### src/iob_pkg.sv
// Constants for the I/O bridge diagnostic and reset control slice.
// Assumes a 32-bit APB register port and active-low sense pins.
package iob_pkg;
  // Register byte offsets
  localparam logic [11:0] IOB_CSR_OFF = 12'h000;
  localparam logic [11:0] IOB_ERR_STAT_OFF = 12'h004;
  localparam logic [11:0] IOB_CAP_LO_OFF = 12'h008;
  localparam logic [11:0] IOB_CAP_HI_OFF = 12'h00c;
  // Byte address bit that tells odd longwords from even ones
  localparam int unsigned IOB_ADDR_ODD_WORD = 2;
  // Control/status field positions
  localparam int unsigned IOB_BIT_CMD_LW0 = 12;
  localparam int unsigned IOB_BIT_CMD_LW2 = 13;
  localparam int unsigned IOB_BIT_RD_EVEN = 14;
  localparam int unsigned IOB_BIT_SLOT2_B = 15;
  localparam int unsigned IOB_BIT_PSERR = 16;
  localparam int unsigned IOB_BIT_SPARE7 = 17;
  localparam int unsigned IOB_BIT_SLOT1_A = 18;
  localparam int unsigned IOB_BIT_SLOT1_B = 19;
  localparam int unsigned IOB_BIT_DMA_HW1 = 20;
  localparam int unsigned IOB_BIT_DMA_HW0 = 21;
  localparam int unsigned IOB_BIT_PCI_BRST = 22;
  localparam int unsigned IOB_BIT_PCI_IRST = 23;
  localparam int unsigned IOB_BIT_ERR_IEN = 24;
  // Sense pin numbers
  localparam int unsigned IOB_PIN_SLOT1_A = 2;
  localparam int unsigned IOB_PIN_SLOT1_B = 3;
  localparam int unsigned IOB_PIN_SLOT2_B = 5;
  localparam int unsigned IOB_PIN_PSERR = 6;
  localparam int unsigned IOB_PIN_SPARE7 = 7;
  // Error status positions
  localparam int unsigned IOB_ERR_UNCORR = 0;
  localparam int unsigned IOB_ERR_NOACK = 1;
  localparam int unsigned IOB_ERR_WDPAR = 16;
  localparam int unsigned IOB_ERR_SYNC = 17;
  // Reset value and writable mask
  localparam logic [31:0] IOB_CSR_RESET = 32'h0000_0000;
  localparam logic [31:0] IOB_CSR_WMASK = 32'h01f0_7000;
  // APB tracker
  typedef enum logic [1:0] {
    IOB_APB_IDLE = 2'b00,
    IOB_APB_SETUP = 2'b01,
    IOB_APB_ACCESS = 2'b11
  } iob_apb_st_t;
endpackage : iob_pkg

### src/iob_diag_csr.sv
// I/O bridge control/status slice: parity injection, PCI resets, sense pins.
// Assumes an APB master on pclk, active-low sense pins and pulse-style bus events.
`timescale 1ns/1ps
`default_nettype none
module iob_diag_csr
  import iob_pkg::*;
#(
  parameter int unsigned ADDR_W = 12,
  parameter int unsigned CAP_W = 64
) (
  input wire logic pclk,
  input wire logic presetn,
  input wire logic psel,
  input wire logic penable,
  input wire logic pwrite,
  input wire logic [ADDR_W-1:0] paddr,
  input wire logic [31:0] pwdata,
  input wire logic [3:0] pstrb,
  output logic [31:0] prdata,
  output logic prdata_par,
  output logic pready,
  output logic pslverr,
  input wire logic sysbus_reset,
  input wire logic [7:0] sense_pin_n,
  input wire logic cmd_phase_done,
  output logic cmd_lw0_bad_par,
  output logic cmd_lw2_bad_par,
  output logic dma_hexword0_parity_inject,
  output logic dma_hexword1_parity_inject,
  output logic pci_bus_rst_n,
  output logic pci_if_reset,
  input wire logic [3:0] sysbus_err_evt,
  input wire logic [CAP_W-1:0] sysbus_err_cmd_addr,
  output logic hw_err_irq
);
  initial begin
    if (ADDR_W < 4 || ADDR_W > 12) begin
      $error("ADDR_W must lie in 4..12");
    end
    if (CAP_W < 33 || CAP_W > 64) begin
      $error("CAP_W must lie in 33..64");
    end
  end

  // Bus decode
  iob_apb_st_t apb_st_r;
  iob_apb_st_t apb_st_nxt;
  logic [11:0] addr12;
  logic sel_csr;
  logic sel_err;
  logic sel_cap_lo;
  logic sel_cap_hi;
  logic mapped;
  logic acc;
  logic wr_acc;
  logic rd_acc;
  logic wr_csr;
  logic wr_err;

  assign addr12 = 12'(paddr);
  assign sel_csr = (addr12 == IOB_CSR_OFF);
  assign sel_err = (addr12 == IOB_ERR_STAT_OFF);
  assign sel_cap_lo = (addr12 == IOB_CAP_LO_OFF);
  assign sel_cap_hi = (addr12 == IOB_CAP_HI_OFF);
  assign mapped = sel_csr | sel_err | sel_cap_lo | sel_cap_hi;
  // A write only lands in a true access phase, never on a stray penable
  assign acc = psel & penable & (apb_st_r == IOB_APB_SETUP);
  assign wr_acc = acc & pwrite & mapped;
  assign rd_acc = acc & ~pwrite;
  // Byte lane 1 holds bits 15:8, lanes 2 and 3 the rest of the slice
  assign wr_csr = wr_acc & sel_csr;
  assign wr_err = wr_acc & sel_err;

  // Zero wait states; unmapped addresses answer with an error
  assign pready = 1'b1;
  assign pslverr = acc & ~mapped;

  always_comb begin
    apb_st_nxt = IOB_APB_IDLE;
    case (apb_st_r)
      IOB_APB_IDLE: begin
        apb_st_nxt = psel ? IOB_APB_SETUP : IOB_APB_IDLE;
      end
      IOB_APB_SETUP: begin
        apb_st_nxt = IOB_APB_ACCESS;
      end
      IOB_APB_ACCESS: begin
        apb_st_nxt = (psel && !penable) ? IOB_APB_SETUP : IOB_APB_IDLE;
      end
      default: begin
        apb_st_nxt = IOB_APB_IDLE;
      end
    endcase
  end

  always_ff @(posedge pclk or negedge presetn) begin
    if (!presetn) begin
      apb_st_r <= IOB_APB_IDLE;
    end else begin
      apb_st_r <= apb_st_nxt;
    end
  end

  // Writable control bits
  logic [31:0] wdata_m;
  logic [31:0] wmask;
  logic [31:0] ctrl_r;
  logic [31:0] ctrl_nxt;
  logic lw0_armed;
  logic lw2_armed;
  logic rd_even_armed;

  assign wmask = {{8{pstrb[3]}}, {8{pstrb[2]}}, {8{pstrb[1]}}, {8{pstrb[0]}}};
  assign wdata_m = pwdata & wmask;

  // Level controls: PCI resets, DMA injection and error enable
  assign ctrl_nxt = (ctrl_r & ~(IOB_CSR_WMASK & wmask)) | (wdata_m & IOB_CSR_WMASK);

  always_ff @(posedge pclk or negedge presetn) begin
    if (!presetn) begin
      ctrl_r <= IOB_CSR_RESET;
    end else if (sysbus_reset) begin
      ctrl_r <= IOB_CSR_RESET;
    end else if (wr_csr) begin
      ctrl_r <= ctrl_nxt;
    end
  end

  // One-shot injections consumed by hardware events
  iob_oneshot u_lw0 (
    .pclk(pclk),
    .presetn(presetn),
    .clr_sync(sysbus_reset),
    .wr_en(wr_csr & pstrb[1]),
    .wr_val(pwdata[IOB_BIT_CMD_LW0]),
    .consume(cmd_phase_done),
    .armed(lw0_armed)
  );

  iob_oneshot u_lw2 (
    .pclk(pclk),
    .presetn(presetn),
    .clr_sync(sysbus_reset),
    .wr_en(wr_csr & pstrb[1]),
    .wr_val(pwdata[IOB_BIT_CMD_LW2]),
    .consume(cmd_phase_done),
    .armed(lw2_armed)
  );

  // Consumed by the next register read that completes
  iob_oneshot u_rd_even (
    .pclk(pclk),
    .presetn(presetn),
    .clr_sync(sysbus_reset),
    .wr_en(wr_csr & pstrb[1]),
    .wr_val(pwdata[IOB_BIT_RD_EVEN]),
    .consume(rd_acc & mapped),
    .armed(rd_even_armed)
  );

  // Command injections held during the command/address phase until it ends; DMA injections are levels
  assign cmd_lw0_bad_par = lw0_armed;
  assign cmd_lw2_bad_par = lw2_armed;
  assign dma_hexword1_parity_inject = ctrl_r[IOB_BIT_DMA_HW1];
  assign dma_hexword0_parity_inject = ctrl_r[IOB_BIT_DMA_HW0];
  // Bus reset depends only on its own bit, never on the interface reset
  assign pci_bus_rst_n = ~ctrl_r[IOB_BIT_PCI_BRST];
  assign pci_if_reset = ctrl_r[IOB_BIT_PCI_IRST];

  // Sense pins, sampled once; meaningless while visibility mode repurposes them
  logic [4:0] sense_r;
  always_ff @(posedge pclk or negedge presetn) begin
    if (!presetn) begin
      sense_r <= 5'h00;
    end else begin
      sense_r[0] <= ~sense_pin_n[IOB_PIN_SLOT2_B];
      sense_r[1] <= ~sense_pin_n[IOB_PIN_PSERR];
      sense_r[2] <= ~sense_pin_n[IOB_PIN_SPARE7];
      sense_r[3] <= ~sense_pin_n[IOB_PIN_SLOT1_A];
      sense_r[4] <= ~sense_pin_n[IOB_PIN_SLOT1_B];
    end
  end

  // Error flags and capture
  logic [3:0] err_stat;
  logic [3:0] err_w1c;
  logic [CAP_W-1:0] err_cap;
  logic [31:0] err_word;

  assign err_w1c = {4{wr_err}} & {pwdata[IOB_ERR_SYNC], pwdata[IOB_ERR_WDPAR],
    pwdata[IOB_ERR_NOACK], pwdata[IOB_ERR_UNCORR]};

  iob_err_capture #(
    .CAP_W(CAP_W)
  ) u_err (
    .pclk(pclk),
    .presetn(presetn),
    .clr_sync(sysbus_reset),
    .enable(ctrl_r[IOB_BIT_ERR_IEN]),
    .evt(sysbus_err_evt),
    .evt_cmd_addr(sysbus_err_cmd_addr),
    .w1c(err_w1c),
    .status(err_stat),
    .capture(err_cap)
  );

  always_comb begin
    err_word = 32'h0000_0000;
    err_word[IOB_ERR_UNCORR] = err_stat[0];
    err_word[IOB_ERR_NOACK] = err_stat[1];
    err_word[IOB_ERR_WDPAR] = err_stat[2];
    err_word[IOB_ERR_SYNC] = err_stat[3];
  end

  assign hw_err_irq = ctrl_r[IOB_BIT_ERR_IEN] & (|err_stat);

  // Read data
  logic [31:0] csr_word;
  logic [31:0] rd_mux;
  logic [31:0] prdata_r;
  logic par_flip_r;

  // Read-only bits come from the pin samples; writes never reach them
  always_comb begin
    csr_word = ctrl_r;
    csr_word[IOB_BIT_CMD_LW0] = lw0_armed;
    csr_word[IOB_BIT_CMD_LW2] = lw2_armed;
    csr_word[IOB_BIT_RD_EVEN] = rd_even_armed;
    csr_word[IOB_BIT_SLOT2_B] = sense_r[0];
    csr_word[IOB_BIT_PSERR] = sense_r[1];
    csr_word[IOB_BIT_SPARE7] = sense_r[2];
    csr_word[IOB_BIT_SLOT1_A] = sense_r[3];
    csr_word[IOB_BIT_SLOT1_B] = sense_r[4];
  end

  always_comb begin
    rd_mux = 32'h0000_0000;
    if (sel_csr) begin
      rd_mux = csr_word;
    end else if (sel_err) begin
      rd_mux = err_word;
    end else if (sel_cap_lo) begin
      rd_mux = err_cap[31:0];
    end else if (sel_cap_hi) begin
      rd_mux = 32'(err_cap[CAP_W-1:32]);
    end
  end

  // Data is latched in the setup cycle so prdata comes from a flip-flop
  always_ff @(posedge pclk or negedge presetn) begin
    if (!presetn) begin
      prdata_r <= 32'h0000_0000;
      par_flip_r <= 1'b0;
    end else if (psel && !penable && !pwrite) begin
      prdata_r <= rd_mux;
      par_flip_r <= rd_even_armed & ~addr12[IOB_ADDR_ODD_WORD];
    end
  end

  assign prdata = prdata_r;
  // Even parity over the word, inverted for injected even longwords
  assign prdata_par = (^prdata_r) ^ par_flip_r;

  // Checks
  property p_lw0_one_shot;
    @(posedge pclk) disable iff (!presetn)
    (lw0_armed && cmd_phase_done && !wr_csr && !sysbus_reset) |=> !cmd_lw0_bad_par;
  endproperty
  a_lw0_one_shot: assert property (p_lw0_one_shot) else $error("lw0 injection outlived its phase");

  property p_lw2_one_shot;
    @(posedge pclk) disable iff (!presetn)
    (lw2_armed && cmd_phase_done && !wr_csr && !sysbus_reset) |=> !cmd_lw2_bad_par;
  endproperty
  a_lw2_one_shot: assert property (p_lw2_one_shot) else $error("lw2 injection outlived its phase");

  property p_even_flip;
    @(posedge pclk) disable iff (!presetn)
    (psel && !penable && !pwrite && rd_even_armed && !addr12[IOB_ADDR_ODD_WORD] && !sysbus_reset)
      |=> (prdata_par != (^prdata));
  endproperty
  a_even_flip: assert property (p_even_flip) else $error("even word read parity not inverted");

  property p_slot2_pin;
    @(posedge pclk) disable iff (!presetn)
    !sense_pin_n[IOB_PIN_SLOT2_B] |=> csr_word[IOB_BIT_SLOT2_B];
  endproperty
  a_slot2_pin: assert property (p_slot2_pin) else $error("slot2 presence not following pin");

  property p_pserr_pin;
    @(posedge pclk) disable iff (!presetn)
    ##1 csr_word[IOB_BIT_PSERR] == !$past(sense_pin_n[IOB_PIN_PSERR]);
  endproperty
  a_pserr_pin: assert property (p_pserr_pin) else $error("power error bit not following pin");

  property p_spare_pin;
    @(posedge pclk) disable iff (!presetn)
    ##1 csr_word[IOB_BIT_SPARE7] == !$past(sense_pin_n[IOB_PIN_SPARE7]);
  endproperty
  a_spare_pin: assert property (p_spare_pin) else $error("spare sense bit not following pin");

  property p_slot1_pins;
    @(posedge pclk) disable iff (!presetn)
    ##1 csr_word[IOB_BIT_SLOT1_B:IOB_BIT_SLOT1_A] ==
      ~$past({sense_pin_n[IOB_PIN_SLOT1_B], sense_pin_n[IOB_PIN_SLOT1_A]});
  endproperty
  a_slot1_pins: assert property (p_slot1_pins) else $error("slot1 presence not following pins");

  property p_dma_levels;
    @(posedge pclk) disable iff (!presetn)
    (wr_csr && pstrb[2] && !sysbus_reset) |=>
      (dma_hexword1_parity_inject == $past(pwdata[IOB_BIT_DMA_HW1]) &&
       dma_hexword0_parity_inject == $past(pwdata[IOB_BIT_DMA_HW0]));
  endproperty
  a_dma_levels: assert property (p_dma_levels) else $error("dma injection did not follow write");

  property p_bus_reset;
    @(posedge pclk) disable iff (!presetn)
    (wr_csr && pstrb[2] && pwdata[IOB_BIT_PCI_BRST] && !sysbus_reset) |=> !pci_bus_rst_n;
  endproperty
  a_bus_reset: assert property (p_bus_reset) else $error("pci bus reset not asserted");

  property p_if_reset_alone;
    @(posedge pclk) disable iff (!presetn)
    (wr_csr && pstrb[2] && pwdata[IOB_BIT_PCI_IRST] && !pwdata[IOB_BIT_PCI_BRST] && !sysbus_reset)
      |=> (pci_if_reset && pci_bus_rst_n);
  endproperty
  a_if_reset_alone: assert property (p_if_reset_alone) else $error("interface reset misbehaved");

  property p_sysbus_clear;
    @(posedge pclk) disable iff (!presetn)
    sysbus_reset |=> (ctrl_r == IOB_CSR_RESET && !lw0_armed && !lw2_armed && !rd_even_armed);
  endproperty
  a_sysbus_clear: assert property (p_sysbus_clear) else $error("control bits survived bus reset");

  property p_irq;
    @(posedge pclk) disable iff (!presetn)
    (ctrl_r[IOB_BIT_ERR_IEN] && |sysbus_err_evt && !sysbus_reset && !wr_csr) |=> hw_err_irq;
  endproperty
  a_irq: assert property (p_irq) else $error("error interrupt not raised");

  property p_ro_write;
    @(posedge pclk) disable iff (!presetn)
    wr_csr |-> !pslverr ##1
      (csr_word[IOB_BIT_SLOT1_B:IOB_BIT_SLOT2_B] ==
       ~$past({sense_pin_n[IOB_PIN_SLOT1_B], sense_pin_n[IOB_PIN_SLOT1_A], sense_pin_n[IOB_PIN_SPARE7],
               sense_pin_n[IOB_PIN_PSERR], sense_pin_n[IOB_PIN_SLOT2_B]}));
  endproperty
  a_ro_write: assert property (p_ro_write) else $error("register write flagged an error");
endmodule : iob_diag_csr
`default_nettype wire

### src/iob_oneshot.sv
// One armed control bit with a hardware consume that clears it.
// Assumes consume is a one-cycle pulse in the pclk domain.
`timescale 1ns/1ps
`default_nettype none
module iob_oneshot
  import iob_pkg::*;
(
  input wire logic pclk,
  input wire logic presetn,
  input wire logic clr_sync,
  input wire logic wr_en,
  input wire logic wr_val,
  input wire logic consume,
  output logic armed
);
  // A software write in the consume cycle wins, so a re-arm is never lost
  always_ff @(posedge pclk or negedge presetn) begin
    if (!presetn) begin
      armed <= 1'b0;
    end else if (clr_sync) begin
      armed <= 1'b0;
    end else if (wr_en) begin
      armed <= wr_val;
    end else if (consume) begin
      armed <= 1'b0;
    end
  end

  property p_consume_clears;
    @(posedge pclk) disable iff (!presetn)
    (consume && !wr_en) |=> !armed;
  endproperty
  a_consume_clears: assert property (p_consume_clears) else $error("armed bit survived its consume");
endmodule : iob_oneshot
`default_nettype wire

### src/iob_err_capture.sv
// Sticky system-bus error flags with first-failure command capture.
// Assumes error events are one-cycle pulses with the command/address valid alongside.
`timescale 1ns/1ps
`default_nettype none
module iob_err_capture
  import iob_pkg::*;
#(
  parameter int unsigned CAP_W = 64
) (
  input wire logic pclk,
  input wire logic presetn,
  input wire logic clr_sync,
  input wire logic enable,
  input wire logic [3:0] evt,
  input wire logic [CAP_W-1:0] evt_cmd_addr,
  input wire logic [3:0] w1c,
  output logic [3:0] status,
  output logic [CAP_W-1:0] capture
);
  initial begin
    if (CAP_W < 33 || CAP_W > 64) begin
      $error("CAP_W must lie in 33..64");
    end
  end

  logic [3:0] evt_en;
  assign evt_en = evt & {4{enable}};

  // Set beats a same-cycle write-one-to-clear
  always_ff @(posedge pclk or negedge presetn) begin
    if (!presetn) begin
      status <= 4'h0;
    end else if (clr_sync) begin
      status <= 4'h0;
    end else begin
      status <= (status & ~w1c) | evt_en;
    end
  end

  // Only the first failure is kept until software or a system bus reset clears every flag
  always_ff @(posedge pclk or negedge presetn) begin
    if (!presetn) begin
      capture <= '0;
    end else if (|evt_en && status == 4'h0) begin
      capture <= evt_cmd_addr;
    end
  end

  property p_evt_sets;
    @(posedge pclk) disable iff (!presetn)
    (!clr_sync && |evt_en) |=> ((status & $past(evt_en)) == $past(evt_en));
  endproperty
  a_evt_sets: assert property (p_evt_sets) else $error("enabled error did not set its flag");
endmodule : iob_err_capture
`default_nettype wire

### config.mk
export PLATFORM = sky130hd
export DESIGN_NAME = iob_diag_csr
export DESIGN_NICKNAME = d
export VERILOG_FILES = /design/src/iob_pkg.sv /design/src/iob_diag_csr.sv /design/src/iob_oneshot.sv /design/src/iob_err_capture.sv
export SDC_FILE = /design/constraint.sdc
export NUM_CORES = 1
export LEC_CHECK = 0
export BUFFER_PORTS_ARGS = -buffer_cell sky130_fd_sc_hd__buf_2
export CORE_ASPECT_RATIO = 1.4
export CORE_MARGIN = 2
export CORE_UTILIZATION = 34
export CTS_BUF_LIST = sky130_fd_sc_hd__clkbuf_16
export CTS_CLUSTER_DIAMETER = 150
export DETAILED_ROUTE_END_ITERATION = 10
export REMOVE_ABC_BUFFERS = 1
export SETUP_SLACK_MARGIN = 0.4
export SYNTH_ARGS = -nofsm -noshare
export SYNTH_HDL_FRONTEND = slang
export SYNTH_SLANG_ARGS = --single-unit
### constraint.sdc
create_clock -name pclk -period 5 [get_ports pclk]
set_clock_uncertainty 0.05 [all_clocks]
set_input_delay 0.25 -clock pclk [delete_from_list [all_inputs] [get_ports pclk]]
set_output_delay 0.25 -clock pclk [all_outputs]
set_load 0.01 [all_outputs]
Word-level counts from Yosys, hierarchy flattened
Index checks and enable logic that the tools add are counted.

Bits in registers: 143. Input port bits: 131. Output and inout port bits: 42. Word-level logic and storage cells: 81.

Eq/ne operators: 5. Mux-type cells: 18. Bitwise logic cells: 34. Reduce and logical (&&, ||, !) cells: 14.

Operator list (count): $mux 32 (6); $and 32x32->32 (1); $not 25->32 (1); $or 32x25->32 (1); $reduce_xor 32->1 (1); $and 25x25->25 (1); $eq 12x4->1 const B (2); $and 1x1->1 (12); $and 4x4->4 (3); $eq 12x3->1 const B (1); $logic_not 12->1 (1); $mux 1 (10); $not 1->1 (9); $reduce_or 4->1 (2); $pmux 2 s3 (1); $reduce_bool 3->1 (2); $logic_not 4->1 (1); $mux 4 (1); $not 4->4 (1); $or 4x4->4 (1); $logic_and 1x1->1 (3); $or 1x1->1 (3); $eq 2x1->1 const B (1); $eq 2x2->1 const B (1); 4 further kinds (5).

Logic depth before layout (Yosys ltp)
Gate-level depths: netlist of the first run.

Depth after elaboration: 11. Depth in mapped cells: 6. Depth with buffers taken out: 5.

Cells and area by module
From an unflattened synthesis of the first run, not the netlist that was laid out.

Cell total of the unflattened synthesis: 407. Area total of the unflattened synthesis: 5546.6 um^2.

Modules (own cells, without submodules): iob_err_capture (instances 1, cells each 154, area each 2872.8 um^2, sequential area each 1701.6 um^2); iob_diag_csr (instances 1, cells each 241, area each 2546.2 um^2, sequential area each 1126.1 um^2); iob_oneshot (instances 3, cells each 4, area each 42.5 um^2, sequential area each 25.0 um^2).

Worst setup path after synthesis of the first run
OpenSTA, ideal clock, no wires.

Path kind: input -> register. From: input paddr[11]. To: register u_rd_even.armed. Library setup time: 132 ps. Data arrival time: 1797 ps. Required time: 4818 ps. Path slack: 3021 ps. Cell stages on the path: 6. Buffers on the path: 1. Cell sequence: or4_1 or4_1 buf_2 a211o_1 a22oi_2 nor2_1.

Longest elaborated chain between the ends: 9.

Ends and longest elaborated chain: start, declared (line iob_diag_csr.sv:16) `input wire logic [ADDR_W-1:0] paddr,`; $eq 12x3->1 or $logic_not 12->1 (tied branches) (line iob_diag_csr.sv:62, iob_diag_csr.sv:61); $or 1x1->1 (3 in a row) (line iob_diag_csr.sv:65) `assign mapped = sel_csr | sel_err | sel_cap_lo | sel_cap_hi;`; $and 1x1->1 (line iob_diag_csr.sv:68) `assign wr_acc = acc & pwrite & mapped;`; $and 1x1->1 (line iob_diag_csr.sv:71) `assign wr_csr = wr_acc & sel_csr;`; $and 1x1->1 (line iob_diag_csr.sv:155) `.wr_en(wr_csr & pstrb[1]),`; $mux 1 (line iob_oneshot.sv:22) `end else if (wr_en) begin`; $mux 1 (line iob_oneshot.sv:20) `end else if (clr_sync) begin`; end signal, assigned (line iob_oneshot.sv:23) `armed <= wr_val;`; end, declared (line iob_oneshot.sv:14) `output logic armed`.

Several ways; a longest one is shown, not always the timed one. A chain may end at the register's enable or synchronous reset.

Worst setup path after layout of the first run
From: register u_err.status[3]. To: register u_err.capture[43].

Longest elaborated chain between the ends: 2.

Ends and longest elaborated chain: start, declared (line iob_err_capture.sv:17) `output logic [3:0] status,`; start signal, assigned (line iob_err_capture.sv:36) `status <= (status & ~w1c) | evt_en;`; $logic_not 4->1 (line iob_err_capture.sv:44) `end else if (|evt_en && status == 4'h0) begin`; $logic_and 1x1->1 (line iob_err_capture.sv:44); end signal, assigned (line iob_err_capture.sv:45) `capture <= evt_cmd_addr;`; end, declared (line iob_err_capture.sv:18) `output logic [CAP_W-1:0] capture`.

Every way passes these cells.

==> impl_metrics.toml, run 1 <==
[cells_and_area]
area_delta_synth_final_pct = 31.5
layout.cells.non_filler = 797
fin_nets = 724
layout.cells.most_common = "buf_2"
fin_area_um2 = 6870
drive_above_1_share_pct = 41.7
final_cell_mix = "buf_2, dfrtp_1, mux2_2"
antennaDiodeCount = 0

[clock_network]
clk_latency_ps = 410
clkSinkCount = 116
numCtsBuffers = 17
cts_buffer_depth = 2
cts-root-buf = "clkbuf_16"
cts_tree = "done"
htreeDepth = 4
clk_pin_slew_ps = 50

[global_route]
track_usage_pct = 16.3
grt_max_degree = 65
grt-ovfl-total = 0
antenna_found_initial = 0
grt_pass1_wl_um = 20100
grt_pass1_vias = 3961

[die]
initial_core_util_pct = 34.7
die_area_um2 = 16400
die_x_um = 109
rows = 53
core_area_um2 = 15100
dieHeight_um = 151
io_pins = 173

[worst_setup_path]
arrival_ps = 2890
crit_required_ps = 5230
startpoint_type = "flip-flop"
rr_worst_depth = 3
crit_type = "flip-flop to flip-flop"
worstSetupEndpointType = "flip-flop"
worst-path-max-fanout = 64

[synthesis]
synth_top_area_share_pct = 55.6
synth_top_area_cell = "dfrtp_1"
synthCells = 428
ys_top_cells_by_area = "dfrtp_1, mux2_2, mux2i_1, xnor2_1, nand2_1"
synth_area_um2 = 5220
yosysSeqAreaShare_pct = 55.6
avgSynthCellArea_um2 = 12.2
yosys_warnings = 0
yosys_register_bits = 116
synth.distinct_cells = 34

[timing]
rsz0062_at_grt = "no"
tns_ps = 0
slew-limit-headroom_pct = 34.6
finalMaxSlewViolations = 0
worst_slew_pin_slew_ps = 982
finalCritPeriodShare_pct = 53.0
hold_viol_final = 0
setup_viol = 0
period_needed_ps = 2650
fmaxAchievable_ghz = 0.377

[route]
drtIter0Drc = 153
vias_per_cell = 4.79
wirelength_um = 12800
drc_errors = 0
wl_per_cell_um = 16.0
vias = 3817
first_pass_iters = 5
ant_nets = 0

[power]
pwr-share-seq_pct = 44.4
p_int_mw = 1.67
powerDensity_nw_per_um2 = 313
ir_worst_vdd_uv = 184
power_switching_mw = 0.480
p_leak_nw = 3.50
p_clk_share_pct = 49.8
p_comb_share_pct = 5.8
sw_frac_of_total_pct = 22.3
power_mw = 2.15

[placed_design]
finalWeightedCongestion = 0.739
place_area_um2 = 6130
post-dp-hpwl_um = 8800
post-place-cells = 744
portBuffers = 147

[run]
max_cap_viol_count = 0

[run_status]
status = "completed"

[hold_path]
whs_path_depth = 2
worstHoldPathType = "input pin to flip-flop"
through the flow:
stage,worst slack (ps),hold WS [ps],utilization (%)
after global placement,2430,335,40.7
after global routing,2120,6.57,45.6
final,2350,23.0,45.6
after CTS,2320,0.142,45.6
after detailed placement,2340,347,40.7
after floorplan,1830,-95.6,-
power by group through the flow:
| stage | Sequential [mW] | Combinational (mW) | Clock [mW] |
|---|---|---|---|
| 5_1_grt | 0.958 | 0.140 | 1.15 |
| 2_1_floorplan | 0.971 | 0.0278 | 0 |
| 3_3_place_gp | 0.972 | 0.109 | 0 |
| 6_report | 0.957 | 0.124 | 1.07 |
| 3_5_place_dp | 0.973 | 0.112 | 0 |
| 4_1_cts | 0.956 | 0.127 | 1.11 |
Yosys cell counts, drive strengths merged:
cell and n:
nor2 23, xor2 3, and4b 2, nand4b 2
o31ai 13, nand3 4, inv 8, mux2 66
mux4 2, or4 4, nor2b 3, a21oi 13
nand4 4, and2 1, nand2 40, or3b 2
a211o 1, clkbuf 16, a22oi 7, dfrtp 116
nor4 2, mux2i 33, o21ai 19, or2 1
nor3b 1, xnor2 27, buf 11, xnor3 1
conb 1, nand2b 2
critical path, cell delays in order (launching register included):
cell and delay (ps):
dfrtp_1 410, nor4_1 570, nand3_4 820, mux2_2 590
area by class of cell:
type | count | area, um^2
clock inverter | 14 | 98.8
clock buffer | 17 | 425
multi-input combinational | 277 | 2190
sequential | 116 | 2900
timing repair buffer | 173 | 988
tap | 192 | 240
fill | 1419 | 8180
inverter | 8 | 30.0
sequential cells by signal, indices dropped and copies added (netlist names):
| register | count |
|---|---|
| u_err.capture | 64 |
| u_lw0.armed | 1 |
| u_err.status | 4 |
| par_flip_r | 1 |
| sense_r | 5 |
| prdata | 32 |
| apb_st_r | 2 |
| u_rd_even.armed | 1 |
| u_lw2.armed | 1 |
| ctrl_r | 5 |
metal layers:
layer,vias to the layer above,part of all wire (%),wire (um),GRT usage [%]
li1,1825,-,-,-
met1,1861,41,5180,19.0
met2,121,52,6630,28.2
met3,10,6.3,804,5.11
met4,0,1.1,136,5.77
met5,-,0,0,0
kinds of logic after synthesis:
family                 after synthesis  synth area share (%)
AO/OA/AOI/OAI                       53                  6.20
XOR/XNOR                            31                  5.46
buffers and inverters               35                  2.95
flip-flops                         116                  55.6
multiplexers                       101                  21.4
other                                1                0.0718
AND/OR/NAND/NOR                     91                  8.34
worst paths after layout:
| path | start | end | slack (ps) |
|---|---|---|---|
| setup / recovery | u_err.status[3] | u_err.capture[43] | 2350 |
| hold / removal | sysbus_err_cmd_addr[2] | u_err.capture[2] | 20 |
| setup reg to reg | u_err.status[3] | u_err.capture[43] | 2350 |
| hold reg to reg | apb_st_r[1] | apb_st_r[1] | 440 |
| max in group asynchronous | presetn | u_err.capture[61] | 3230 |
| min in group asynchronous | presetn | u_err.capture[48] | 430 |
what timing repair did:
action,in CTS,in global routing
setup buffers,0,0
gates resized for setup,0,0
hold endpoints to repair,84,0
hold buffers,22,0
Power figures use the tool's default switching activity.
==> run 2, diff against run 1 <==
- clock period: 5 -> 2.25 ns (I/O delays scaled with it)
==> run 2 against run 1 <==
Compared with the run above:
- first-iteration DRC count down 18%
- the run now ends with setup timing left
- die area unchanged
- final area up 11%
- global-route usage up 1.1 points
- sequential power up 120%
==> impl_metrics.toml, run 2 (synthesis gave the netlist of run 1 again) <==
[timing]
worst_slack_ps = -15.5
worst_slew_pin_slew_ps = 544
finalCritPeriodShare_pct = 101
setup_viol = 1
period_needed_ps = 2270
tns_ps = -15.5
whs_ps = 21.5
rsz0062_at_grt = "yes"
finalMaxSlewViolations = 0
hold_viol_final = 0
slew-limit-headroom_pct = 63.7
fmaxAchievable_ghz = 0.441

[route]
vias_per_cell = 4.68
wirelength_um = 13900
wl_per_cell_um = 16.0
drc_errors = 0
first_pass_iters = 4
vias = 4051
drtIter0Drc = 126
ant_nets = 0

[worst_setup_path]
path_common_cell = "xnor2_1"
slowest_delay_ps = 480
critical_path_buf_inv_count = 1
crit_required_ps = 2090
worstSetupEndpointType = "output pin"
worstPathCellList = "xnor2_1, xnor2_1, xnor2_1, xnor3_2, xnor2_2, buf_2"
arrival_ps = 2100
crit_type = "flip-flop to output pin"
startpoint_type = "flip-flop"
cp_slowest_cell = "xnor3_2"
worst-path-max-fanout = 3
worst_path_dominant_cell_family = "XOR/XNOR gates"

[die]
dieHeight_um = 151
rows = 53
core_area_um2 = 15100
initial_core_util_pct = 34.7
io_pins = 173
die_x_um = 109
die_area_um2 = 16400

[global_route]
grt_pass1_vias = 4294
grt_pass1_wl_um = 21200
track_usage_pct = 17.4
grt_max_degree = 65
grt-ovfl-total = 0
antenna_found_initial = 0

[clock_network]
clk_latency_ps = 410
htreeDepth = 4
cts_tree = "done"
clkSinkCount = 116
clk_pin_slew_ps = 50
numCtsBuffers = 17
cts_buffer_depth = 2
cts-root-buf = "clkbuf_16"

[cells_and_area]
antennaDiodeCount = 0
largest_reg_flops = 64
layout.cells.most_common = "buf_2"
layout.cells.non_filler = 866
fin_nets = 795
drive_above_1_share_pct = 39.0
top_register = "u_err.capture"
final_cell_mix = "buf_2, dfrtp_1, dlygate4sd3_1"
area_delta_synth_final_pct = 46.3

[power]
p_leak_nw = 3.85
power_mw = 4.93
powerDensity_nw_per_um2 = 646
ir_worst_vdd_uv = 384

[placed_design]
finalWeightedCongestion = 0.771
preCtsSetupSlack_ps = 154
portBuffers = 147
post-dp-hpwl_um = 9130
post-place-cells = 750

[run_status]
status = "finished, violations left"
violations = "setup timing"

[hold_path]
worstHoldPathType = "input pin to flip-flop"

[run]
max_cap_viol_count = 0
run 2: changes by cell type in the layout (fill, tap and decap cells not counted), sizes merged:
cell         delta
buf             +8
dlygate4sd3    +62
clkbuf          +1
bufinv          +1
clkinvlp        -4
clkinv          +1
run 2: where the power goes:
part	leakage [nW]	total, mW	internal, mW	switching [mW]
clock network	0.266	2.43	1.57	0.867
registers	1.60	2.13	2.11	0.0154
logic	1.98	0.370	0.208	0.162
total	3.85	4.93	3.89	1.04
run 2: tightest hold or removal path, stage by stage:
cell	delay, ps
buf_2	100
nand4_1	70
a22oi_1	70
nor2_1	80
run 2: final cells by class:
cell class / count / area [um^2]
well taps: 192 / 240
flip-flops and latches: 116 / 2900
fillers: 1361 / 7410
inverters: 8 / 30.0
clock buffers: 17 / 425
repair buffers: 244 / 1730
clock inverters: 12 / 100
multi-input cells: 277 / 2210
run 2: path summary, 6_finish.rpt:
check | from | endpoint | slack (ps) | depth (start not counted)
min in group asynchronous | presetn | sense_r[1] | 130 | 2
worst min-delay path | pwdata[1] | u_err.status[1] | 20 | 4
worst min register to register | apb_st_r[1] | apb_st_r[1] | 410 | 1
worst max register to register | u_err.status[3] | u_err.capture[38] | 460 | 4
worst max-delay path | prdata[10] | prdata_par | -20 | 6
max in group asynchronous | presetn | prdata[12] | 1230 | 3
run 2: repair_timing:
item | 4_1_cts | 5_1_grt
hold endpoints to repair | 110 | 0
buffers inserted | 1 | 1
setup endpoints to repair | 70 | 68
gates cloned | 0 | 1
pin swaps | 5 | 1
hold buffers | 84 | 0
resized for setup | 7 | 1
run 2: metrics by stage:
| step | utilization [%] | instance area, um^2 |
|---|---|---|
| floorplan | - | 5100 |
| global placement | 41.2 | 6200 |
| detailed placement | 41.2 | 6200 |
| CTS | 50.5 | 7600 |
| global route | 50.8 | 7640 |
| finish | 50.8 | 7640 |
run 2: metal layers:
metal | share of wire (%) | track usage [%] | routed length, um
met5 | 0 | 0 | 0
met4 | 1.8 | 6.99 | 255
met3 | 5.0 | 4.63 | 689
met2 | 52 | 30.5 | 7150
met1 | 42 | 20.0 | 5790
